==> config.mk <==
export PLATFORM = sky130hd
export DESIGN_NAME = pprm_top
export DESIGN_NICKNAME = d
export VERILOG_FILES = /design/src/design/pprm_pkg.sv /design/src/design/pprm_top.sv
export SDC_FILE = /design/constraint.sdc
export NUM_CORES = 2
export LEC_CHECK = 0
export BUFFER_PORTS_ARGS = -buffer_cell sky130_fd_sc_hd__buf_2
export CAP_MARGIN = 20
export CORE_MARGIN = 2
export CORE_UTILIZATION = 39
export CTS_BUF_LIST = sky130_fd_sc_hd__clkbuf_16
export DETAILED_ROUTE_END_ITERATION = 8
export GPL_TIMING_DRIVEN = 0
export PLACE_DENSITY = 0.65
export SYNTH_ARGS = -nofsm -noshare
export SYNTH_HDL_FRONTEND = slang
export SYNTH_SLANG_ARGS = --single-unit
export TNS_END_PERCENT = 20
==> constraint.sdc <==
create_clock -name clk_i -period 5.95 [get_ports clk_i]
set_input_delay 0.2975 -clock clk_i [delete_from_list [all_inputs] [get_ports clk_i]]
set_output_delay 0.2975 -clock clk_i [all_outputs]
set_load 0.01 [all_outputs]
==> src/design/pprm_pkg.sv <==
// shared constants and types for the peripheral pin remap block
package pprm_pkg;
   localparam int unsigned PPRM_NPINS      = 32;            // remappable pins, four groups of eight
   localparam int unsigned PPRM_NGROUPS    = 4;             // pin and input groups
   localparam int unsigned PPRM_NINPUTS    = 24;            // remappable peripheral inputs
   localparam int unsigned PPRM_SEL_W      = 4;             // select field width
   localparam int unsigned PPRM_NPERIPH    = 16;            // peripheral output lines
   // byte offsets on the bus
   localparam logic [9:0]  PPRM_CFG_OFS    = 10'h000;       // system_config_reg
   localparam logic [9:0]  PPRM_BOOT_OFS   = 10'h004;       // boot_config_word3 image, read only
   localparam logic [9:0]  PPRM_ANA_OFS    = 10'h008;       // analog use per pin
   localparam logic [9:0]  PPRM_CPC_OFS    = 10'h00C;       // converter_pin_config_reg
   localparam logic [9:0]  PPRM_DIR_OFS    = 10'h010;       // pin_direction_reg
   localparam logic [9:0]  PPRM_LAT_OFS    = 10'h014;       // port output data latch
   localparam logic [9:0]  PPRM_VAL_OFS    = 10'h018;       // pin_value_reg, read only
   localparam logic [9:0]  PPRM_INSEL_OFS  = 10'h100;       // peripheral_input_select[0..23]
   localparam logic [9:0]  PPRM_OUTSEL_OFS = 10'h200;       // pin_output_select[0..31]
   // field positions
   localparam int unsigned PPRM_LOCK_BIT   = 13;            // mapping_write_lock
   localparam int unsigned PPRM_ONCE_BIT   = 29;            // single_session_lock_cfg
   // reset values
   localparam logic        PPRM_LOCK_RST   = 1'b0;
   localparam logic [3:0]  PPRM_SEL_RST    = 4'h0;          // no connection for outputs; for inputs code 0 is pin 0 of the group
   localparam logic [31:0] PPRM_DIR_RST    = 32'hFFFF_FFFF; // all inputs
   localparam logic [31:0] PPRM_ZERO32     = 32'h0000_0000;
   localparam logic [3:0]  PPRM_SEL_MAXPIN = 4'h7;          // highest valid input code
   // output select codes
   localparam logic [3:0]  PPRM_OS_NONE    = 4'h0;
   // bus state
   typedef enum logic [0:0] {PPRM_IDLE = 1'b0, PPRM_ACK = 1'b1} pprm_bus_st_t;
   // digital peripheral output bundle: data and drive enable per line
   typedef struct packed {
      logic [15:0] data;
      logic [15:0] drive;
   } pprm_periph_out_t;
endpackage : pprm_pkg

==> src/design/pprm_top.sv <==
// peripheral pin remap: select registers, lock, and pin override logic
`timescale 1ns/1ps
`default_nettype none
// Overview of operation
// RL1 - 4-bit input select, codes 0-7 pick pins
// RL2 - input codes 8-15 connect nothing
// RL3 - four input groups, each own eight pins
// RL4 - per-pin 4-bit output select field
// RL5 - output code zero disconnects, reset zero
// RL6 - output codes decode per pin group
// RL7 - locked select writes ack, contents unchanged
// RL8 - lock is config bit 13, one blocks
// RL9 - software unlocks before touching lock bit
// RL10 - single-session config: lock sticks until reset; here only while once_cfg_i stays high
// RL11 - single-session bit defaults set
// RL12 - input peripheral never drives direction
// RL13 - pin value reads real level when digital
// RL14 - output peripheral data overrides port latch
// RL15 - peripheral tri-state releases pin driver
// RL16 - bidirectional peripheral forces output only when driving
// RL17 - analog use disables input, reads zero
// RL18 - analog output ignores direction bit
// RL19 - converter config bit one for digital use
// RL20 - remap beats digital, never analog
// RL21 - no default pin until assigned; input selects here reset to code 0, pin 0 of the group
// RL22 - unlock qualifier gates lock bit writes
module pprm_top
   import pprm_pkg::*;
#(
   parameter int unsigned NPINS  = PPRM_NPINS,
   parameter int unsigned NINPUT = PPRM_NINPUTS,
   parameter logic        ONCE_DEFAULT = 1'b1               // unprogrammed single-session bit
)
(
   // clock and reset
   input  wire  logic                   clk_i,
   input  wire  logic                   rst_i,
   input  wire  logic                   ce_i,
   // wishbone slave
   input  wire  logic                   wb_cyc_i,
   input  wire  logic                   wb_stb_i,
   input  wire  logic                   wb_we_i,
   input  wire  logic [9:0]             wb_adr_i,
   input  wire  logic [3:0]             wb_sel_i,
   input  wire  logic [31:0]            wb_dat_i,
   output logic [31:0]                  wb_dat_o,
   output logic                         wb_ack_o,
   // unlock and boot configuration
   input  wire  logic                   unlock_ok_i,
   input  wire  logic                   once_cfg_i,
   // peripherals
   input  wire  pprm_periph_out_t       periph_out_i,
   input  wire  logic [NPINS-1:0]       ana_out_i,
   input  wire  logic [NPINS-1:0]       ana_out_en_i,
   output logic [NINPUT-1:0]            periph_in_o,
   // pads
   input  wire  logic [NPINS-1:0]       pad_i,
   output logic [NPINS-1:0]             pad_o,
   output logic [NPINS-1:0]             pad_oe_n_o,
   output logic [NPINS-1:0]             pad_ana_o,
   output logic [NPINS-1:0]             pad_ibuf_en_o
);
   localparam int unsigned GPIN = NPINS / PPRM_NGROUPS;    // pins per group
   // per-pin override signals live inside the pin generate block below

   // registers
   // all state below is frozen while ce_i is low; reset still wins
   logic [PPRM_SEL_W-1:0] insel_q  [NINPUT];                // per-peripheral input select
   logic [PPRM_SEL_W-1:0] outsel_q [NPINS];                 // per-pin output select
   logic                  lock_q;                           // mapping_write_lock
   logic                  once_q;                           // single_session_lock_cfg image
   logic                  locked_once_q;                    // lock was set this reset
   logic [NPINS-1:0]      ana_q;                            // pin used by analog function
   logic [NPINS-1:0]      cpc_q;                            // converter_pin_config_reg
   logic [NPINS-1:0]      dir_q;                            // pin_direction_reg, 1 = input
   logic [NPINS-1:0]      lat_q;                            // port output latch
   logic [NPINS-1:0]      val_q;                            // pin_value_reg
   pprm_bus_st_t          bus_q;

   // bus decode
   // lane mask comes straight from the bus; request and write strobe are also gated by the idle state
   logic        req;
   logic        wr;
   logic [31:0] wmask;
   logic [31:0] rdata;
   logic        lock_wr_ok;
   logic        lock_next;
   // a request is taken only while the slave is idle, so the ack cycle
   // itself can never start a second transfer
   assign req   = wb_cyc_i & wb_stb_i & (bus_q == PPRM_IDLE);
   assign wr    = req & wb_we_i;
   assign wmask = {{8{wb_sel_i[3]}}, {8{wb_sel_i[2]}}, {8{wb_sel_i[1]}}, {8{wb_sel_i[0]}}};
   assign lock_next = wb_dat_i[PPRM_LOCK_BIT];

   // lock changes need unlock qualifier; clearing blocked after first set in single-session mode
   // hazard: once the single-session bit is set, a clear must not slip
   // through even with a valid unlock; setting again stays harmless
   always_comb
   begin
      lock_wr_ok = unlock_ok_i;                             // RL22 RL9
      if (once_q && locked_once_q && !lock_next)
      begin
         lock_wr_ok = 1'b0;                                 // RL10
      end
   end

   // bus handshake: one wait-free ack cycle, then idle
   // ack is a registered pulse; stb is ignored for the one ack cycle
   // before the next request is taken, which the idle state enforces
   always_ff @(posedge clk_i)
   begin
      if (rst_i)
      begin
         bus_q    <= PPRM_IDLE;
         wb_ack_o <= 1'b0;
      end
      else if (ce_i)
      begin
         case (bus_q)
            PPRM_IDLE:
            begin
               wb_ack_o <= req;
               bus_q    <= req ? PPRM_ACK : PPRM_IDLE;
            end
            PPRM_ACK:
            begin
               wb_ack_o <= 1'b0;
               bus_q    <= PPRM_IDLE;
            end
            default:
            begin
               wb_ack_o <= 1'b0;
               bus_q    <= PPRM_IDLE;
            end
         endcase
      end
   end

   // lock bit and single-session capture; strap caught after reset release
   // the single-session image follows the strap every enabled cycle, so a
   // strap change can still lift the clear block after the lock has been set
   always_ff @(posedge clk_i)
   begin
      if (rst_i)
      begin
         lock_q        <= PPRM_LOCK_RST;
         once_q        <= ONCE_DEFAULT;                     // RL11
         locked_once_q <= 1'b0;
      end
      else if (ce_i)
      begin
         once_q <= once_cfg_i;
         if (wr && wb_adr_i == PPRM_CFG_OFS && wb_sel_i[1] && lock_wr_ok)
         begin
            lock_q <= lock_next;                            // RL8
            if (lock_next)
            begin
               locked_once_q <= 1'b1;                       // RL10
            end
         end
      end
   end

   // select registers; writes while locked are acked but dropped
   // limitation: only byte lane 0 reaches a select field; a write with
   // lane 0 off is acked and changes nothing
   genvar gi;
   generate
      for (gi = 0; gi < NINPUT; gi++)
      begin : g_insel
         always_ff @(posedge clk_i)
         begin
            if (rst_i)
            begin
               insel_q[gi] <= PPRM_SEL_RST;                 // RL21
            end
            else if (ce_i && wr && !lock_q && wb_sel_i[0] &&
                     wb_adr_i == PPRM_INSEL_OFS + 10'(gi * 4))
            begin
               insel_q[gi] <= wb_dat_i[PPRM_SEL_W-1:0];     // RL7
            end
         end
      end
      for (gi = 0; gi < NPINS; gi++)
      begin : g_outsel
         always_ff @(posedge clk_i)
         begin
            if (rst_i)
            begin
               outsel_q[gi] <= PPRM_SEL_RST;                // RL5
            end
            else if (ce_i && wr && !lock_q && wb_sel_i[0] &&
                     wb_adr_i == PPRM_OUTSEL_OFS + 10'(gi * 4))
            begin
               outsel_q[gi] <= wb_dat_i[PPRM_SEL_W-1:0];    // RL7
            end
         end
      end
   endgenerate

   // port control registers with byte lanes
   // these registers are not covered by the mapping lock, only selects are
   always_ff @(posedge clk_i)
   begin
      if (rst_i)
      begin
         ana_q <= '0;
         cpc_q <= '1;
         dir_q <= PPRM_DIR_RST[NPINS-1:0];
         lat_q <= '0;
      end
      else if (ce_i && wr)
      begin
         case (wb_adr_i)
            PPRM_ANA_OFS: ana_q <= (ana_q & ~wmask[NPINS-1:0]) | (wb_dat_i[NPINS-1:0] & wmask[NPINS-1:0]);
            PPRM_CPC_OFS: cpc_q <= (cpc_q & ~wmask[NPINS-1:0]) | (wb_dat_i[NPINS-1:0] & wmask[NPINS-1:0]);
            PPRM_DIR_OFS: dir_q <= (dir_q & ~wmask[NPINS-1:0]) | (wb_dat_i[NPINS-1:0] & wmask[NPINS-1:0]);
            PPRM_LAT_OFS: lat_q <= (lat_q & ~wmask[NPINS-1:0]) | (wb_dat_i[NPINS-1:0] & wmask[NPINS-1:0]);
            default:      ana_q <= ana_q;
         endcase
      end
   end

   // pin is analog when the converter config bit is clear or an analog function claims it
   // trade-off: a cleared converter bit is treated like an analog claim,
   // which keeps the digital buffer off even while the converter is idle
   logic [NPINS-1:0] is_ana;
   assign is_ana = ana_q | ~cpc_q | ana_out_en_i;           // RL19

   // output select decode per pin group
   // codes not listed for a group fall through to no connection, so a
   // reserved code can never reach a peripheral line
   function automatic logic [4:0] out_line(input int unsigned grp, input logic [3:0] code);
      // returns {valid, line index}; reserved codes give no connection
      logic [4:0] r;
      r = 5'h00;
      case (grp)
         0: case (code)
               4'h1: r = 5'h10;                             // uart1_transmit_out
               4'h2: r = 5'h11;                             // uart2_request_to_send_out
               4'h3: r = 5'h12;                             // spi1_slave_select_out
               4'h5: r = 5'h13;                             // output_compare1_out
               4'h7: r = 5'h14;                             // comparator2_out
               default: r = 5'h00;
            endcase
         1, 2: case (code)
               4'h3: r = 5'h15;                             // spi1_data_out
               4'h4: r = 5'h16;                             // spi2_data_out
               4'h5: r = 5'h17;                             // output_compare2_out
               default: r = 5'h00;
            endcase
         3: case (code)
               4'h3: r = 5'h15;                             // spi1_data_out
               4'h4: r = 5'h16;                             // spi2_data_out
               4'h5: r = 5'h18;                             // output_compare4_out
               4'h6: r = 5'h19;                             // output_compare5_out
               4'h7: r = 5'h1A;                             // reference_clock_out
               default: r = 5'h00;
            endcase
         default: r = 5'h00;
      endcase
      return r;
   endfunction : out_line

   // pad drive and pin value sampling per pin
   // analog output wins over everything, then an active remap, then the
   // port latch and direction bit; each pad flop loads every enabled cycle
   generate
      for (gi = 0; gi < NPINS; gi++)
      begin : g_pin
         logic [4:0] ln;
         logic       per_act;
         logic       per_drv;
         logic       per_dat;
         assign ln      = out_line(gi / GPIN, outsel_q[gi]); // RL4 RL6
         assign per_act = ln[4] && !is_ana[gi];              // RL20
         assign per_drv = per_act && periph_out_i.drive[ln[3:0]]; // RL15 RL16
         assign per_dat = periph_out_i.data[ln[3:0]];
         always_ff @(posedge clk_i)
         begin
            if (rst_i)
            begin
               pad_o[gi]         <= 1'b0;
               pad_oe_n_o[gi]    <= 1'b1;
               pad_ana_o[gi]     <= 1'b0;
               pad_ibuf_en_o[gi] <= 1'b0;
               val_q[gi]         <= 1'b0;
            end
            else if (ce_i)
            begin
               pad_ana_o[gi]     <= ana_out_en_i[gi] ? ana_out_i[gi] : 1'b0; // RL18
               pad_ibuf_en_o[gi] <= !is_ana[gi];                             // RL17
               val_q[gi]         <= is_ana[gi] ? 1'b0 : pad_i[gi];          // RL13 RL17
               if (ana_out_en_i[gi])
               begin
                  pad_oe_n_o[gi] <= 1'b1;                    // RL18
                  pad_o[gi]      <= 1'b0;
               end
               else if (per_act)
               begin
                  pad_oe_n_o[gi] <= !per_drv;                // RL14 RL15
                  pad_o[gi]      <= per_dat;                 // RL14
               end
               else
               begin
                  pad_oe_n_o[gi] <= dir_q[gi] | is_ana[gi];  // RL12
                  pad_o[gi]      <= lat_q[gi];
               end
            end
         end
      end
   endgenerate

   // peripheral input routing by group; reserved codes give zero
   // inputs read the sampled pin value, so a routed input lags the pad by
   // two enabled cycles and an analog pin always reads as zero
   generate
      for (gi = 0; gi < NINPUT; gi++)
      begin : g_in
         localparam int unsigned GRP = (gi * PPRM_NGROUPS) / NINPUT; // RL3
         always_ff @(posedge clk_i)
         begin
            if (rst_i)
            begin
               periph_in_o[gi] <= 1'b0;
            end
            else if (ce_i)
            begin
               if (insel_q[gi] <= PPRM_SEL_MAXPIN)          // RL1
               begin
                  periph_in_o[gi] <= val_q[GRP * GPIN + 32'(insel_q[gi][2:0])];
               end
               else
               begin
                  periph_in_o[gi] <= 1'b0;                   // RL2
               end
            end
         end
      end
   endgenerate

   // read mux
   // selects are searched by address; an unknown address reads zero
   always_comb
   begin
      rdata = PPRM_ZERO32;
      case (wb_adr_i)
         PPRM_CFG_OFS:  rdata[PPRM_LOCK_BIT] = lock_q;
         PPRM_BOOT_OFS: rdata[PPRM_ONCE_BIT] = once_q;
         PPRM_ANA_OFS:  rdata[NPINS-1:0] = ana_q;
         PPRM_CPC_OFS:  rdata[NPINS-1:0] = cpc_q;
         PPRM_DIR_OFS:  rdata[NPINS-1:0] = dir_q;
         PPRM_LAT_OFS:  rdata[NPINS-1:0] = lat_q;
         PPRM_VAL_OFS:  rdata[NPINS-1:0] = val_q;
         default:
         begin
            for (int i = 0; i < NINPUT; i++)
               if (wb_adr_i == PPRM_INSEL_OFS + 10'(i * 4))
                  rdata[PPRM_SEL_W-1:0] = insel_q[i];
            for (int i = 0; i < NPINS; i++)
               if (wb_adr_i == PPRM_OUTSEL_OFS + 10'(i * 4))
                  rdata[PPRM_SEL_W-1:0] = outsel_q[i];
         end
      endcase
   end

   // read data register, loaded with the ack
   // write cycles return zero so stale read data never lingers on the bus
   always_ff @(posedge clk_i)
   begin
      if (rst_i)
         wb_dat_o <= PPRM_ZERO32;
      else if (ce_i && req)
         wb_dat_o <= wb_we_i ? PPRM_ZERO32 : rdata;
   end
endmodule : pprm_top
`default_nettype wire

==> reports/results.ini <==
[floorplan]
chipHeight_um = 286
die_width_um = 286
coreArea_um2 = 78700
dieArea_um2 = 81600
start_util_pct = 39.3
ios = 367
rows = 103

[placement]
pre_cts_ws_ns = 1.52
dp_hpwl_mm = 111
port-buffer-count = 352
placed_area_um2 = 34100
routabilityCongestion = 1.04
dp_cells = 4811

[layout]
final_core_utilization_pct = 47.9
regArea_um2 = 13700
nets = 4141
drive_above_1_share_pct = 16.9
stdcell_count = 5064
final_cell_area_um2 = 37700
area_growth_pct = 22.0
multi_input_area_um2 = 16100
nFillCells = 7615

[critical_path]
reg2reg_from = wb_ack_o
critPathRequiredTime_ns = 6.22
r2r_cells = 7
cp_max_fo = 10
rr_endpoint = insel_q[0][23]
cp-start-kind = flop
end_kind = flop
critPathArrivalTime_ns = 4.85
path_class = flop to flop
r2r_slack_ns = 1.37

[timing]
finalSetupTns_ns = 0
fin_skew_ns = 0.0351
drv_slew = 0
setup_ws_ns = 1.37
relSlewSlack_pct = 9.76
max_freq_ghz = 0.218
finalHoldViolCount = 0
whs_ns = 0.0127
fin_crit_ns = 4.58
period_share_pct = 76.9
worst_pin_slew_ns = 1.35
setup_viol = 0
rsz0062_at_grt = no

[min_path]
hp-start = ana_out_en_i[24]
hold_path_end = pad_ana_o[24]
hp-class = primary input to flop
hold_depth = 3

[drt]
drtAntennaViolNets = 0
drc = 0
routed_via_density = 6.34
first_pass_iters = 6
wl_mm = 149
drt_iter0_markers = 4623
num_vias = 32100
wl_per_cell_um = 29.3

[global_route]
grt_pass1_vias = 30400
overflow = 0
use_met2_pct = 53.9
grt_pass1_wl_mm = 209
top_usage_layer = met2
antenna_found_initial = 13
grt_util_all_layers_pct = 35.1
grt_max_degree = 15
grtUsageMet3_pct = 9.60
use_met1_pct = 43.0

[yosys]
yosysTopAreaCellShare_pct = 22.5
synthDistinctLibCells = 87
synth.most_common_cell = nor2_1
syn_area_per_cell_um2 = 9.09
seq_area_frac_synth_pct = 44.3
synthFlopType = dfxtp_1
ys_warn_count = 0
synth_nets = 3583
yosys-top-cells-area = dfxtp_1 (23%), edfxtp_1 (22%), nor2_1 (7.0%)
netlist_instances = 3401
yosys.area.top_type = dfxtp_1
synth_edf_count = 224
synth_common_cells = nor2_1 (575), dfxtp_1 (348), nand2_1 (316)
ys_async_sr_fraction_pct = 0
ys_seq_elements = 572
netlist_area_um2 = 30900

[pwr]
design_power_total_mw = 9.50
p_per_area_nw_per_um2 = 252
p_leak_nw = 13.5
max-vdd-ir-drop_v = 0.000199

[clock_network]
clk_path_buf_depth = 3
cts.sinks = 572
path_clk_slew_ns = 0.06
cts_tree = done
cts-root-buf = clkbuf_16
cts_resized = 0
cts-buffers-inserted = 66
clkLatencyLatePin_ns = 0.64
h-tree-depth = 3

[status]
outcome = complete, no violations

[flow_run]
max_cap_viol_count = 0

[worst max path at each step]
| stage | from | end | slack [ns] | cells past startpoint |
|---|---|---|---|---|
| detailed placement | ce_i | insel_q[0][21] | 1.52 | 8 |
| global route | wb_ack_o | insel_q[0][13] | 1.43 | 7 |
| global placement | ce_i | insel_q[0][7] | 1.49 | 8 |
| floorplan | wb_ack_o | outsel_q[0][44] | 3.40 | 7 |
| CTS | wb_ack_o | insel_q[0][20] | 1.58 | 7 |
| finish | wb_ack_o | insel_q[0][23] | 1.37 | 7 |
[cells in the final DEF (no fill, tap or decap), types with 18 or more instances in the layout]
cell           Yosys  final
nor3b_1           24     24
o221ai_1          18     18
nor2_1           575    575
a211o_1           44     44
buf_1             43     42
a22oi_1           73     73
a31oi_1           27     27
or2_2             21     21
mux2_2            18     18
mux2i_1          166    166
nand2_1          316    316
a211oi_1          22     22
o21bai_1          75     75
nor4b_1           20     20
nand2b_1          65     65
dlygate4sd3_1      0    125
a222oi_1          34     34
dfxtp_1          348    348
nor3_1            70     70
o21ai_0           86     86
o22ai_1           56     56
clkbuf_1         145    143
inv_1             28     36
mux4_2            65     65
o31ai_1           20     20
buf_2             51    406
nand3_1           98     98
edfxtp_1         224    224
nor2b_1           67     67
a21oi_1          294    294
clkbuf_16          0     76
nand3b_1          65     65
[repair_timing]
| item | 4_1_cts | 5_1_grt |
|---|---|---|
| endpoints found under the setup margin | 0 | 0 |
| endpoints found under the hold margin | 175 | 0 |
| setup buffers | 0 | 0 |
| hold buffers | 125 | 0 |
[power by group]
part,switching (mW),total (mW),internal [mW]
combinational,0.592,0.918,0.326
clock,1.81,4.33,2.52
sequential,0.112,4.25,4.14
[critical path, cell delays in order (launching register included)]
cell and delay (ns):
dfxtp_1 0.32, nand4b_1 0.58, nor2_1 0.95, nand2_1 0.44, or2_2 0.49, clkbuf_1 0.36
buf_1 0.52, o21bai_1 0.54
[routing by layer]
metal	vias to the layer above	wire length, um	share of wire (%)
met4	10	11200	7.5
met5	-	69	0.046
met2	2324	64400	43
li1	13700	-	-
met1	15500	54300	37
met3	537	18600	12
[final cells by class]
class / instances / area share [%]
Inverter: 28 / 0.278
Multi-Input combinational cell: 2558 / 42.8
Tap cell: 1050 / 3.48
Timing Repair Buffer: 490 / 8.48
Sequential cell: 572 / 36.3
Clock buffer: 76 / 5.04
Clock inverter: 43 / 1.01
Buffer: 243 / 2.65
Antenna cell: 4 / 0.0265
[logic make-up after synthesis]
logic type | count (synthesis) | synth area share (%)
AOI/OAI and AO/OA | 882 | 19.1
buffers and inverters | 271 | 3.56
and+or+nand+nor | 1419 | 22.1
DFF | 572 | 44.3
muxes | 249 | 10.8
xor gates and xnor gates | 8 | 0.227
Note: power is estimated with default switching activity, not from simulation.
